## src/i2c_seq_pkg.sv

```systemverilog
package i2c_seq_pkg;

  // ****************************************************************
  // Register map and field positions
  // ****************************************************************
  localparam logic [1:0] ADDR_BUF = 2'h0;
  localparam logic [1:0] ADDR_STAT = 2'h1;
  localparam logic [1:0] ADDR_CTRL = 2'h2;
  localparam logic [1:0] ADDR_RELOAD = 2'h3;
  localparam int ST_BF = 0;
  localparam int ST_STOP = 1;
  localparam int ST_START = 2;
  localparam int ST_ACK = 3;
  localparam int ST_EVENT = 4;
  localparam int ST_WRITE_COLLISION_FLAG = 5;
  localparam int ST_OVF = 6;
  localparam int ST_COLL = 7;
  localparam int CT_EN = 0;
  localparam int CT_RCV = 1;
  localparam int CT_ACKSEQ = 2;
  localparam int CT_STOPSEQ = 3;
  localparam int CT_ACK_DATA_BIT = 4;
  localparam int CT_IE = 5;
  localparam logic [6:0] RELOAD_RST = 7'h04;
  localparam logic [3:0] BIT_LAST = 4'h7;
  localparam logic [3:0] BIT_ACK = 4'h8;

  // ****************************************************************
  // Timing
  // ****************************************************************
  localparam int CLK_PERIOD_NS = 10;
  localparam int INSTR_NS = 40;
  localparam int INSTR_CLKS = (INSTR_NS + CLK_PERIOD_NS - 1) / CLK_PERIOD_NS;
  localparam int TICK_CLKS = (INSTR_CLKS / 2 < 1) ? 1 : INSTR_CLKS / 2;
  localparam logic [1:0] TICK_LAST = 2'(TICK_CLKS - 1);

  // ****************************************************************
  // Types
  // ****************************************************************
  typedef enum logic [3:0] {
    ST_IDLE = 4'h0,
    ST_LOW = 4'h1,
    ST_REL = 4'h3,
    ST_HIGH = 4'h2,
    ST_STOP_SDA = 4'h6,
    ST_STOP_LOW = 4'h7,
    ST_STOP_REL = 4'h5,
    ST_STOP_HIGH = 4'h4,
    ST_STOP_SDAH = 4'hc,
    ST_STOP_END = 4'hd
  } state_t;

  typedef enum logic [1:0] {
    MODE_TX = 2'h0,
    MODE_RX = 2'h1,
    MODE_ACK = 2'h3
  } mode_t;

  typedef struct packed {
    logic scl;
    logic sda;
  } lines_t;

endpackage

```

## src/i2c_master_byte_sequencer.sv

```systemverilog
`timescale 1ns/1ps
module i2c_master_byte_sequencer
(
  // Clock and reset.
  input wire logic clk,
  input wire logic reset_n,
  // Register port.
  input wire logic [1:0] regAddr,
  input wire logic [7:0] regWdata,
  input wire logic regWrite,
  input wire logic regRead,
  output logic [7:0] regRdata,
  // Bus lines, open drain, enables active low.
  input wire i2c_seq_pkg::lines_t linesIn,
  output i2c_seq_pkg::lines_t linesOut,
  output i2c_seq_pkg::lines_t linesOe_n,
  // Sleep and wake.
  input wire logic sleepMode,
  output logic wakeRequest
);
  import i2c_seq_pkg::*;

  // ****************************************************************
  // Declarations
  // ****************************************************************
  logic sclMeta_r, sclSync_r, sclPrev_r, sdaMeta_r, sdaSync_r, sdaPrev_r;
  logic startDet, stopDet;
  logic bufWr, bufRd, statWr, ctrlWr, reloadWr, busy, bufWrOk;
  logic rcvReq, ackReq, stopReq;
  logic [1:0] tickCnt_r;
  logic tick, brgRun, brgDone;
  logic [6:0] brgCnt_r, reload_r;
  state_t state_r;
  mode_t mode_r;
  logic [3:0] bitCnt_r;
  logic [7:0] bitShift_r, transferBuffer_r, regRdata_r;
  logic sclLow_r, sdaLow_r, brgLoad_r;
  logic rcvEn_r, ack_sequence_enable_r, stopEn_r;
  logic portEn_r, intEn_r, ackData_r;
  logic bufferFull_r, ackStatus_r, eventFlag_r, writeCollision_r;
  logic receiveOverflow_r, collision_r, startSeen_r, stopSeen_r;
  logic wakeRequest_r;
  logic hiDone, txBit7End, txByteEnd, rxByteEnd, ackEnd, stopEnd;
  logic collDet;

  // ****************************************************************
  // Pin synchronisers and condition detection
  // ****************************************************************
  // Idle bus is high, so the chain resets high to avoid a false start.
  always_ff @(posedge clk or negedge reset_n)
  begin
    if (!reset_n)
    begin
      sclMeta_r <= 1'b1;
      sclSync_r <= 1'b1;
      sclPrev_r <= 1'b1;
      sdaMeta_r <= 1'b1;
      sdaSync_r <= 1'b1;
      sdaPrev_r <= 1'b1;
    end
    else
    begin
      sclMeta_r <= linesIn.scl;
      sclSync_r <= sclMeta_r;
      sclPrev_r <= sclSync_r;
      sdaMeta_r <= linesIn.sda;
      sdaSync_r <= sdaMeta_r;
      sdaPrev_r <= sdaSync_r;
    end
  end

  // SDA edges while SCL stays high are START and STOP.
  assign startDet = sclSync_r && sclPrev_r && sdaPrev_r && !sdaSync_r;
  assign stopDet = sclSync_r && sclPrev_r && !sdaPrev_r && sdaSync_r;

  // ****************************************************************
  // Register decode
  // ****************************************************************
  // The port does not queue commands: anything but idle counts as busy.
  always_comb
  begin
    bufWr = 1'b0;
    statWr = 1'b0;
    ctrlWr = 1'b0;
    reloadWr = 1'b0;
    if (regWrite && regAddr == ADDR_BUF)
      bufWr = 1'b1;
    else if (regWrite && regAddr == ADDR_STAT)
      statWr = 1'b1;
    else if (regWrite && regAddr == ADDR_CTRL)
      ctrlWr = 1'b1;
    else if (regWrite && regAddr == ADDR_RELOAD)
      reloadWr = 1'b1;
  end

  assign bufRd = regRead && regAddr == ADDR_BUF;
  assign busy = state_r != ST_IDLE;
  assign bufWrOk = bufWr && !busy && portEn_r;
  assign rcvReq = ctrlWr && regWdata[CT_RCV] && !busy && portEn_r;
  assign ackReq = ctrlWr && regWdata[CT_ACKSEQ] && !busy && portEn_r;
  assign stopReq = ctrlWr && regWdata[CT_STOPSEQ] && !busy && portEn_r;

  // ****************************************************************
  // Rate generator
  // ****************************************************************
  // Two decrements per instruction cycle.
  always_ff @(posedge clk or negedge reset_n)
  begin
    if (!reset_n)
      tickCnt_r <= 2'h0;
    else if (tickCnt_r == TICK_LAST)
      tickCnt_r <= 2'h0;
    else
      tickCnt_r <= tickCnt_r + 2'h1;
  end

  assign tick = tickCnt_r == TICK_LAST;
  assign brgRun = state_r == ST_LOW || state_r == ST_HIGH ||
                  state_r == ST_STOP_LOW || state_r == ST_STOP_HIGH ||
                  state_r == ST_STOP_END;
  // A load pending this cycle masks the stale zero of the last count.
  assign brgDone = brgRun && !brgLoad_r && brgCnt_r == 7'h00;

  // Counts down to zero and stops there until the next reload.
  always_ff @(posedge clk or negedge reset_n)
  begin
    if (!reset_n)
      brgCnt_r <= 7'h00;
    else if (brgLoad_r)
      brgCnt_r <= reload_r;
    else if (brgRun && tick && brgCnt_r != 7'h00)
      brgCnt_r <= brgCnt_r - 7'h01;
  end

  // ****************************************************************
  // Sequencer events
  // ****************************************************************
  assign hiDone = state_r == ST_HIGH && brgDone;
  assign txBit7End = hiDone && mode_r == MODE_TX && bitCnt_r == BIT_LAST;
  assign txByteEnd = hiDone && mode_r == MODE_TX && bitCnt_r == BIT_ACK;
  assign rxByteEnd = hiDone && mode_r == MODE_RX && bitCnt_r == BIT_LAST;
  assign ackEnd = hiDone && mode_r == MODE_ACK;
  assign stopEnd = state_r == ST_STOP_END && brgDone;
  // Released SDA read low while SCL is high means another master won.
  assign collDet = (state_r == ST_HIGH && !sdaLow_r && !sdaSync_r &&
                    ((mode_r == MODE_TX && bitCnt_r != BIT_ACK) ||
                     mode_r == MODE_ACK)) ||
                   (state_r == ST_STOP_HIGH && !sclSync_r);

  // ****************************************************************
  // Byte sequencer
  // ****************************************************************
  // Idle leaves SCL low after a byte, so the next command starts at once.
  always_ff @(posedge clk or negedge reset_n)
  begin
    if (!reset_n)
    begin
      state_r <= ST_IDLE;
      mode_r <= MODE_TX;
      bitCnt_r <= 4'h0;
      bitShift_r <= 8'h00;
      sclLow_r <= 1'b0;
      sdaLow_r <= 1'b0;
      brgLoad_r <= 1'b0;
      rcvEn_r <= 1'b0;
      ack_sequence_enable_r <= 1'b0;
      stopEn_r <= 1'b0;
    end
    else
    begin
      brgLoad_r <= 1'b0;
      if (!portEn_r || collDet)
      begin
        state_r <= ST_IDLE;
        sclLow_r <= 1'b0;
        sdaLow_r <= 1'b0;
        rcvEn_r <= 1'b0;
        ack_sequence_enable_r <= 1'b0;
        stopEn_r <= 1'b0;
      end
      else
        case (state_r)
          ST_IDLE:
            if (bufWrOk)
            begin
              bitShift_r <= regWdata;
              mode_r <= MODE_TX;
              bitCnt_r <= 4'h0;
              sclLow_r <= 1'b1;
              brgLoad_r <= 1'b1;
              state_r <= ST_LOW;
            end
            else if (rcvReq)
            begin
              mode_r <= MODE_RX;
              rcvEn_r <= 1'b1;
              bitCnt_r <= 4'h0;
              sclLow_r <= 1'b1;
              sdaLow_r <= 1'b0;
              brgLoad_r <= 1'b1;
              state_r <= ST_LOW;
            end
            else if (ackReq)
            begin
              mode_r <= MODE_ACK;
              ack_sequence_enable_r <= 1'b1;
              sclLow_r <= 1'b1;
              sdaLow_r <= !regWdata[CT_ACK_DATA_BIT];
              brgLoad_r <= 1'b1;
              state_r <= ST_LOW;
            end
            else if (stopReq)
            begin
              stopEn_r <= 1'b1;
              sclLow_r <= 1'b1;
              sdaLow_r <= 1'b1;
              state_r <= ST_STOP_SDA;
            end
          ST_LOW:
          begin
            // Transmit data moves one clock after SCL fell, never with it.
            if (brgLoad_r && mode_r == MODE_TX)
              sdaLow_r <= bitCnt_r != BIT_ACK && !bitShift_r[7];
            if (brgDone)
            begin
              sclLow_r <= 1'b0;
              state_r <= ST_REL;
            end
          end
          ST_REL:
            if (sclSync_r)
            begin
              brgLoad_r <= 1'b1;
              state_r <= ST_HIGH;
            end
          ST_HIGH:
            if (brgDone)
            begin
              sclLow_r <= 1'b1;
              if (mode_r == MODE_TX)
              begin
                if (bitCnt_r == BIT_ACK)
                  state_r <= ST_IDLE;
                else
                begin
                  bitShift_r <= {bitShift_r[6:0], 1'b0};
                  bitCnt_r <= bitCnt_r + 4'h1;
                  brgLoad_r <= 1'b1;
                  state_r <= ST_LOW;
                end
              end
              else if (mode_r == MODE_RX)
              begin
                bitShift_r <= {bitShift_r[6:0], sdaSync_r};
                if (bitCnt_r == BIT_LAST)
                begin
                  rcvEn_r <= 1'b0;
                  state_r <= ST_IDLE;
                end
                else
                begin
                  bitCnt_r <= bitCnt_r + 4'h1;
                  brgLoad_r <= 1'b1;
                  state_r <= ST_LOW;
                end
              end
              else
              begin
                ack_sequence_enable_r <= 1'b0;
                state_r <= ST_IDLE;
              end
            end
          ST_STOP_SDA:
            if (!sdaSync_r)
            begin
              brgLoad_r <= 1'b1;
              state_r <= ST_STOP_LOW;
            end
          ST_STOP_LOW:
            if (brgDone)
            begin
              sclLow_r <= 1'b0;
              state_r <= ST_STOP_REL;
            end
          ST_STOP_REL:
            if (sclSync_r)
            begin
              brgLoad_r <= 1'b1;
              state_r <= ST_STOP_HIGH;
            end
          ST_STOP_HIGH:
            if (brgDone)
            begin
              sdaLow_r <= 1'b0;
              state_r <= ST_STOP_SDAH;
            end
          ST_STOP_SDAH:
            if (sdaSync_r && sclSync_r)
            begin
              brgLoad_r <= 1'b1;
              state_r <= ST_STOP_END;
            end
          ST_STOP_END:
            if (brgDone)
            begin
              stopEn_r <= 1'b0;
              state_r <= ST_IDLE;
            end
          default:
            state_r <= ST_IDLE;
        endcase
    end
  end

  // ****************************************************************
  // Transfer buffer and status flags
  // ****************************************************************
  // A refused write leaves the buffer exactly as it was.
  always_ff @(posedge clk or negedge reset_n)
  begin
    if (!reset_n)
      transferBuffer_r <= 8'h00;
    else if (rxByteEnd)
      transferBuffer_r <= {bitShift_r[6:0], sdaSync_r};
    else if (bufWrOk)
      transferBuffer_r <= regWdata;
  end

  // Clears come first so a same-cycle set always wins.
  always_ff @(posedge clk or negedge reset_n)
  begin
    if (!reset_n)
      bufferFull_r <= 1'b0;
    else
    begin
      if (bufRd || txBit7End || collDet)
        bufferFull_r <= 1'b0;
      if (bufWrOk || rxByteEnd)
        bufferFull_r <= 1'b1;
    end
  end

  always_ff @(posedge clk or negedge reset_n)
  begin
    if (!reset_n)
      ackStatus_r <= 1'b0;
    else if (txByteEnd)
      ackStatus_r <= sdaSync_r;
  end

  // Sticky flags, cleared by writing a one to their status bit.
  always_ff @(posedge clk or negedge reset_n)
  begin
    if (!reset_n)
    begin
      eventFlag_r <= 1'b0;
      writeCollision_r <= 1'b0;
      receiveOverflow_r <= 1'b0;
      collision_r <= 1'b0;
    end
    else
    begin
      if (statWr && regWdata[ST_EVENT])
        eventFlag_r <= 1'b0;
      if (statWr && regWdata[ST_WRITE_COLLISION_FLAG])
        writeCollision_r <= 1'b0;
      if (statWr && regWdata[ST_OVF])
        receiveOverflow_r <= 1'b0;
      if (statWr && regWdata[ST_COLL])
        collision_r <= 1'b0;
      if (txByteEnd || rxByteEnd || stopEnd)
        eventFlag_r <= 1'b1;
      if (stopDet && startSeen_r)
        eventFlag_r <= 1'b1;
      if (bufWr && busy)
        writeCollision_r <= 1'b1;
      if (rxByteEnd && bufferFull_r)
        receiveOverflow_r <= 1'b1;
      if (collDet)
        collision_r <= 1'b1;
    end
  end

  // ****************************************************************
  // Bus monitor
  // ****************************************************************
  always_ff @(posedge clk or negedge reset_n)
  begin
    if (!reset_n)
    begin
      startSeen_r <= 1'b0;
      stopSeen_r <= 1'b0;
    end
    else if (!portEn_r)
    begin
      startSeen_r <= 1'b0;
      stopSeen_r <= 1'b0;
    end
    else if (startDet)
    begin
      startSeen_r <= 1'b1;
      stopSeen_r <= 1'b0;
    end
    else if (stopDet || (state_r == ST_STOP_SDAH && sdaSync_r && sclSync_r))
    begin
      startSeen_r <= 1'b0;
      stopSeen_r <= 1'b1;
    end
  end

  // ****************************************************************
  // Control, reload and wake
  // ****************************************************************
  always_ff @(posedge clk or negedge reset_n)
  begin
    if (!reset_n)
    begin
      portEn_r <= 1'b0;
      intEn_r <= 1'b0;
      ackData_r <= 1'b0;
    end
    else if (ctrlWr)
    begin
      portEn_r <= regWdata[CT_EN];
      intEn_r <= regWdata[CT_IE];
      ackData_r <= regWdata[CT_ACK_DATA_BIT];
    end
  end

  always_ff @(posedge clk or negedge reset_n)
  begin
    if (!reset_n)
      reload_r <= RELOAD_RST;
    else if (reloadWr)
      reload_r <= regWdata[6:0];
  end

  // The sequencer runs on during sleep; only the wake request needs it.
  always_ff @(posedge clk or negedge reset_n)
  begin
    if (!reset_n)
      wakeRequest_r <= 1'b0;
    else
      wakeRequest_r <= sleepMode && intEn_r && eventFlag_r;
  end

  // ****************************************************************
  // Read data and pins
  // ****************************************************************
  // Read data stands only in the cycle after the strobe.
  always_ff @(posedge clk or negedge reset_n)
  begin
    if (!reset_n)
      regRdata_r <= 8'h00;
    else if (!regRead)
      regRdata_r <= 8'h00;
    else if (regAddr == ADDR_BUF)
      regRdata_r <= transferBuffer_r;
    else if (regAddr == ADDR_STAT)
      regRdata_r <= {collision_r, receiveOverflow_r, writeCollision_r,
                     eventFlag_r, ackStatus_r, startSeen_r, stopSeen_r,
                     bufferFull_r};
    else if (regAddr == ADDR_CTRL)
      regRdata_r <= {2'h0, intEn_r, ackData_r, stopEn_r, ack_sequence_enable_r, rcvEn_r,
                     portEn_r};
    else
      regRdata_r <= {1'b0, reload_r};
  end

  assign regRdata = regRdata_r;
  assign wakeRequest = wakeRequest_r;
  assign linesOut = '0;
  assign linesOe_n = '{scl: !sclLow_r, sda: !sdaLow_r};
endmodule

```

## config.mk

```make
export PLATFORM = sky130hd
export DESIGN_NAME = i2c_master_byte_sequencer
export DESIGN_NICKNAME = d
export VERILOG_FILES = /design/src/i2c_seq_pkg.sv /design/src/i2c_master_byte_sequencer.sv
export SDC_FILE = /design/constraint.sdc
export NUM_CORES = 1
export LEC_CHECK = 0
export BUFFER_PORTS_ARGS = -buffer_cell sky130_fd_sc_hd__buf_2
export CAP_MARGIN = 20
export CORE_MARGIN = 2
export CORE_UTILIZATION = 50
export DETAILED_ROUTE_END_ITERATION = 12
export PLACE_DENSITY_LB_ADDON = 0.1
export SYNTH_ARGS = -nofsm -noshare
export SYNTH_HDL_FRONTEND = slang
export SYNTH_SLANG_ARGS = --single-unit
```

## constraint.sdc

```tcl
create_clock -name clk -period 3.7 [get_ports clk]
set_clock_uncertainty 0.15 [all_clocks]
set_input_delay 0.37 -clock clk [delete_from_list [all_inputs] [get_ports clk]]
set_output_delay 0.37 -clock clk [all_outputs]
set_load 0.05 [all_outputs]
```

==> metrics.md <==
| Metric | Value |
|---|---|
| RePlAce Congestion | 0.890 |
| Placeable core region | slightly below 0.008 mm2 |
| Mean area per synthesized cell | 9.75 um2 |
| Via count | approximately 3100 |
| Hold Worst Slack | -0.0120 ns |
| Number of standard cells in the final layout excluding fillers | 539 |
| Type of origin of the critical path | register |
| Worst setup path category | register to register |
| Compound-gate portion of the synthesized area | 12.5% |
| Setup TNS | 0 ns |
| Post-layout power | approximately 3.0 mW |
| Wire length per cell | 18.3 um |
| Unrepaired setup endpoints after global routing | no |
| Netlist cell types | 66 |
| Antenna violations before repair | 0 |
| Power density over cell area | about 700 mW/mm2 |
| Relative max-transition margin | 37.9% |
| Router iterations before antenna repair | 5 |
| Die W | 94.3 um |
| Total DRC errors in the routed layout | 0 |
| Class of the tightest hold or removal check | primary input to asynchronous set/reset pin |
| Final max-slew violation count | 0 |
| Detailed placer's ending HPWL | 7030 um |
| CTS clk-pin slew, worst paths | 0.08 ns |
| Die boundary height | 94.3 um |
| Synthesized instance count | 418 |
| Start point of the critical path | state_r[0] |
| Fraction of registers with async set or reset after synthesis | 100% |
| Placed cell count | 521 |
| Leakage component of the power | 1.97 nW |
| Detailed-route wire length | around 10000 um |
| Origin of the critical flop-to-flop path | state_r[0] |
| Total Routing Usage GR | 24.2% |
| Arrival time at the worst endpoint | 2.97 ns |
| Cell types occupying the most area after synthesis | sky130_fd_sc_hd__dfrtp_1 (41%), sky130_fd_sc_hd__nand2_1 (6.6%), sky130_fd_sc_hd__dfstp_2 (4.5%), sky130_fd_sc_hd__mux2_2 (4.4%), sky130_fd_sc_hd__mux4_2 (3.3%) |
| Iteration-0 DRC count of the detailed router | 157 |
| Cell taking the most area after synthesis | sky130_fd_sc_hd__dfrtp_1 |
| Count of flip-flops with a built-in enable after synthesis | 0 |
| Fill cell total of the finished layout | between 700 and 800 |
| Starting utilization of the core area | 52.2% |
| Number of nets still failing antenna checks after routing | 0 |
| H-tree level count | 3 |
| Final-report hold violation count | 4 |
| Share of the synthesized area in the top cell type | 41.1% |
| Resized Gates After CTS | 0 |
| Status | finished with violations |
| Highest achievable clock rate | about 340 MHz |
| Growth of design area from synthesis to finish | 9.21% |
| Required time at the worst-slack endpoint | 3.76 ns |
| Net count, final | ~450 |
| Simple-Gate Fraction of Synth Area | 22.9% |
| Area enclosed by the die boundary | approximately 0.0089 mm2 |
| Post-Synth Adder-Cell Area | 1.23% |
| Vias in the first global route | 3088 |
| Max Root-Sink Buffers | 2 |
| Number of clock sinks seen by CTS | 74 |
| Max capacitance violation total | 0 |
| Aggregate global routing overflow | 0 |
| Most common library cell in the layout ignoring fill and taps | sky130_fd_sc_hd__nand2_1 |
| Skew-Pair Late Insertion Delay | 0.35 ns |
| Port buffer count | 27 |
| Pin count of the biggest net entering global routing | 75 |
| TritonCTS clock tree | yes |
| XOR/XNOR share of the synthesized area | 2.92% |
| Count of antenna diodes in the layout | 0 |
| Failing checks | hold timing |
| Sequential share of the synthesized area | ~46% |
| Period minus WS final | just under 3 ns |
| Fin crit share | 78.4% |
| Final setup vio count | 0 |
| Ys flop type | sky130_fd_sc_hd__dfrtp_1 |
| Warning count from the yosys run | 0 |
| Avg Vias per Cell | around 5.8 |
| Wire length of the first global-routing pass | 16300 um |
| Max FO, Critical Path | 23 |
| Combinational family with the most area after synthesis | simple AND/OR/NAND/NOR gates |
| IR drop worst, VDD | 0.000358 V |
| Root buf cell | sky130_fd_sc_hd__clkbuf_8 |
| Placement row count | 32 |
| Inserted Clock Buffers | 9 |
| Mux contribution to synthesized area | 9.95% |
| Fraction of final layout cells with drive strength greater than 1 | 18.8% |
| Kind of end point of the critical path | register |
| Top library cells by usage in the layout, fill and taps aside | sky130_fd_sc_hd__nand2_1 (72), sky130_fd_sc_hd__dfrtp_1 (67), sky130_fd_sc_hd__buf_2 (26) |
| Cell area after technology mapping | ~0.0041 mm2 |
| Least-Margin Pin Slew | 0.932 ns |
| Number of flip-flops and latches in the synthesized netlist | between 70 and 80 |
| I/O Pins | 30 |
==> logic make-up (layout without fill, tap and decap cells) <==
group / Yosys count / count (layout)
buffers and inverters: 41 / 59
AO/OA/AOI/OAI: 74 / 74
adder cells (fa/ha/maj): 4 / 4
other: 1 / 2
XOR/XNOR: 12 / 12
AND/OR/NAND/NOR: 181 / 181
flip-flops: 74 / 74
multiplexers: 31 / 31
==> sequential cells by signal, summed over array words and instances (netlist names), 2 cells and up <==
| name | count |
|---|---|
| regRdata | 8 |
| tickCnt_r | 2 |
| bitCnt_r | 4 |
| reload_r | 7 |
| brgCnt_r | 7 |
| state_r | 4 |
| mode_r | 2 |
| bitShift_r | 8 |
| transferBuffer_r | 8 |
==> synth_stat cells, types with 3 or more instances <==
library cell	instances
sky130_fd_sc_hd__nand2_1	72
sky130_fd_sc_hd__dfrtp_1	67
sky130_fd_sc_hd__nor2_1	24
sky130_fd_sc_hd__o21ai_0	21
sky130_fd_sc_hd__nand3_1	19
sky130_fd_sc_hd__a21oi_1	16
sky130_fd_sc_hd__mux2_2	16
sky130_fd_sc_hd__clkbuf_1	13
sky130_fd_sc_hd__inv_1	13
sky130_fd_sc_hd__and2_1	11
sky130_fd_sc_hd__mux2i_1	9
sky130_fd_sc_hd__buf_2	7
sky130_fd_sc_hd__dfstp_2	7
sky130_fd_sc_hd__mux4_2	6
sky130_fd_sc_hd__nand4_1	6
sky130_fd_sc_hd__nor2b_1	6
sky130_fd_sc_hd__xnor2_1	6
sky130_fd_sc_hd__a22oi_1	5
sky130_fd_sc_hd__buf_4	5
sky130_fd_sc_hd__nand3b_1	5
sky130_fd_sc_hd__nor3_1	5
sky130_fd_sc_hd__xor2_1	5
sky130_fd_sc_hd__a211oi_1	4
sky130_fd_sc_hd__ha_1	4
sky130_fd_sc_hd__and3_1	3
sky130_fd_sc_hd__nand2b_1	3
sky130_fd_sc_hd__nor3b_1	3
sky130_fd_sc_hd__o31ai_1	3
sky130_fd_sc_hd__or2_2	3
sky130_fd_sc_hd__or3_1	3
==> metrics by stage <==
stage / utilization (%) / worst slack [ns] / instance area (um2)
global placement: 53.8 / 0.899 / 4200
finish: 57.0 / 0.798 / 4450
detailed placement: 53.8 / 0.836 / 4200
global route: 57.0 / 0.569 / 4450
CTS: 57.0 / 0.825 / 4450
floorplan: - / 1.45 / 4080
==> where the power goes <==
group / switching, mW / total [mW] / internal [mW]
Combinational: 0.580 / 1.01 / 0.429
Sequential: 0.262 / 1.30 / 1.04
Clock: 0.330 / 0.716 / 0.387
==> layout make-up <==
cell class	count	area [um2]	area share [%]
sequential	74	1860	41.8
inverter	13	48.8	1.10
multi-input combinational	304	2020	45.4
clock inverter	7	103	2.31
timing repair buffer	30	165	3.71
clock buffer	9	124	2.78
tap	102	128	2.87
==> worst max-delay path: stages, from the launching register on <==
cell                       delay (ns)
sky130_fd_sc_hd__dfrtp_1         0.66
sky130_fd_sc_hd__or4b_1          0.86
sky130_fd_sc_hd__nor2_1          0.24
sky130_fd_sc_hd__nand4_1         0.49
sky130_fd_sc_hd__nand3_1         0.25
sky130_fd_sc_hd__o211ai_1        0.11
==> per-layer routing <==
metal	GRT usage (%)	vias up	share of wire [%]
met5	0	-	0
met4	6.76	0	0.37
met3	4.90	2	6.0
met2	36.8	86	47
met1	35.3	1542	47
li1	-	1507	-
==> repair_timing <==
action                                 4_1_cts  5_1_grt
setup buffers                                0        0
endpoints found under the hold margin        2        0
hold buffers                                 2        0
==> path summary, 6_finish.rpt <==
kind	to	slack (ns)	cells after the start
worst max-delay path	transferBuffer_r[0]	0.80	5
worst min-delay path	brgCnt_r[1]	-0.01	1
worst max register to register	transferBuffer_r[0]	0.80	5
worst min register to register	sdaSync_r	0.21	0
max in group asynchronous	brgCnt_r[3]	2.79	1
min in group clk	wakeRequest	0.12	2
(Power assumes the default switching activity.)
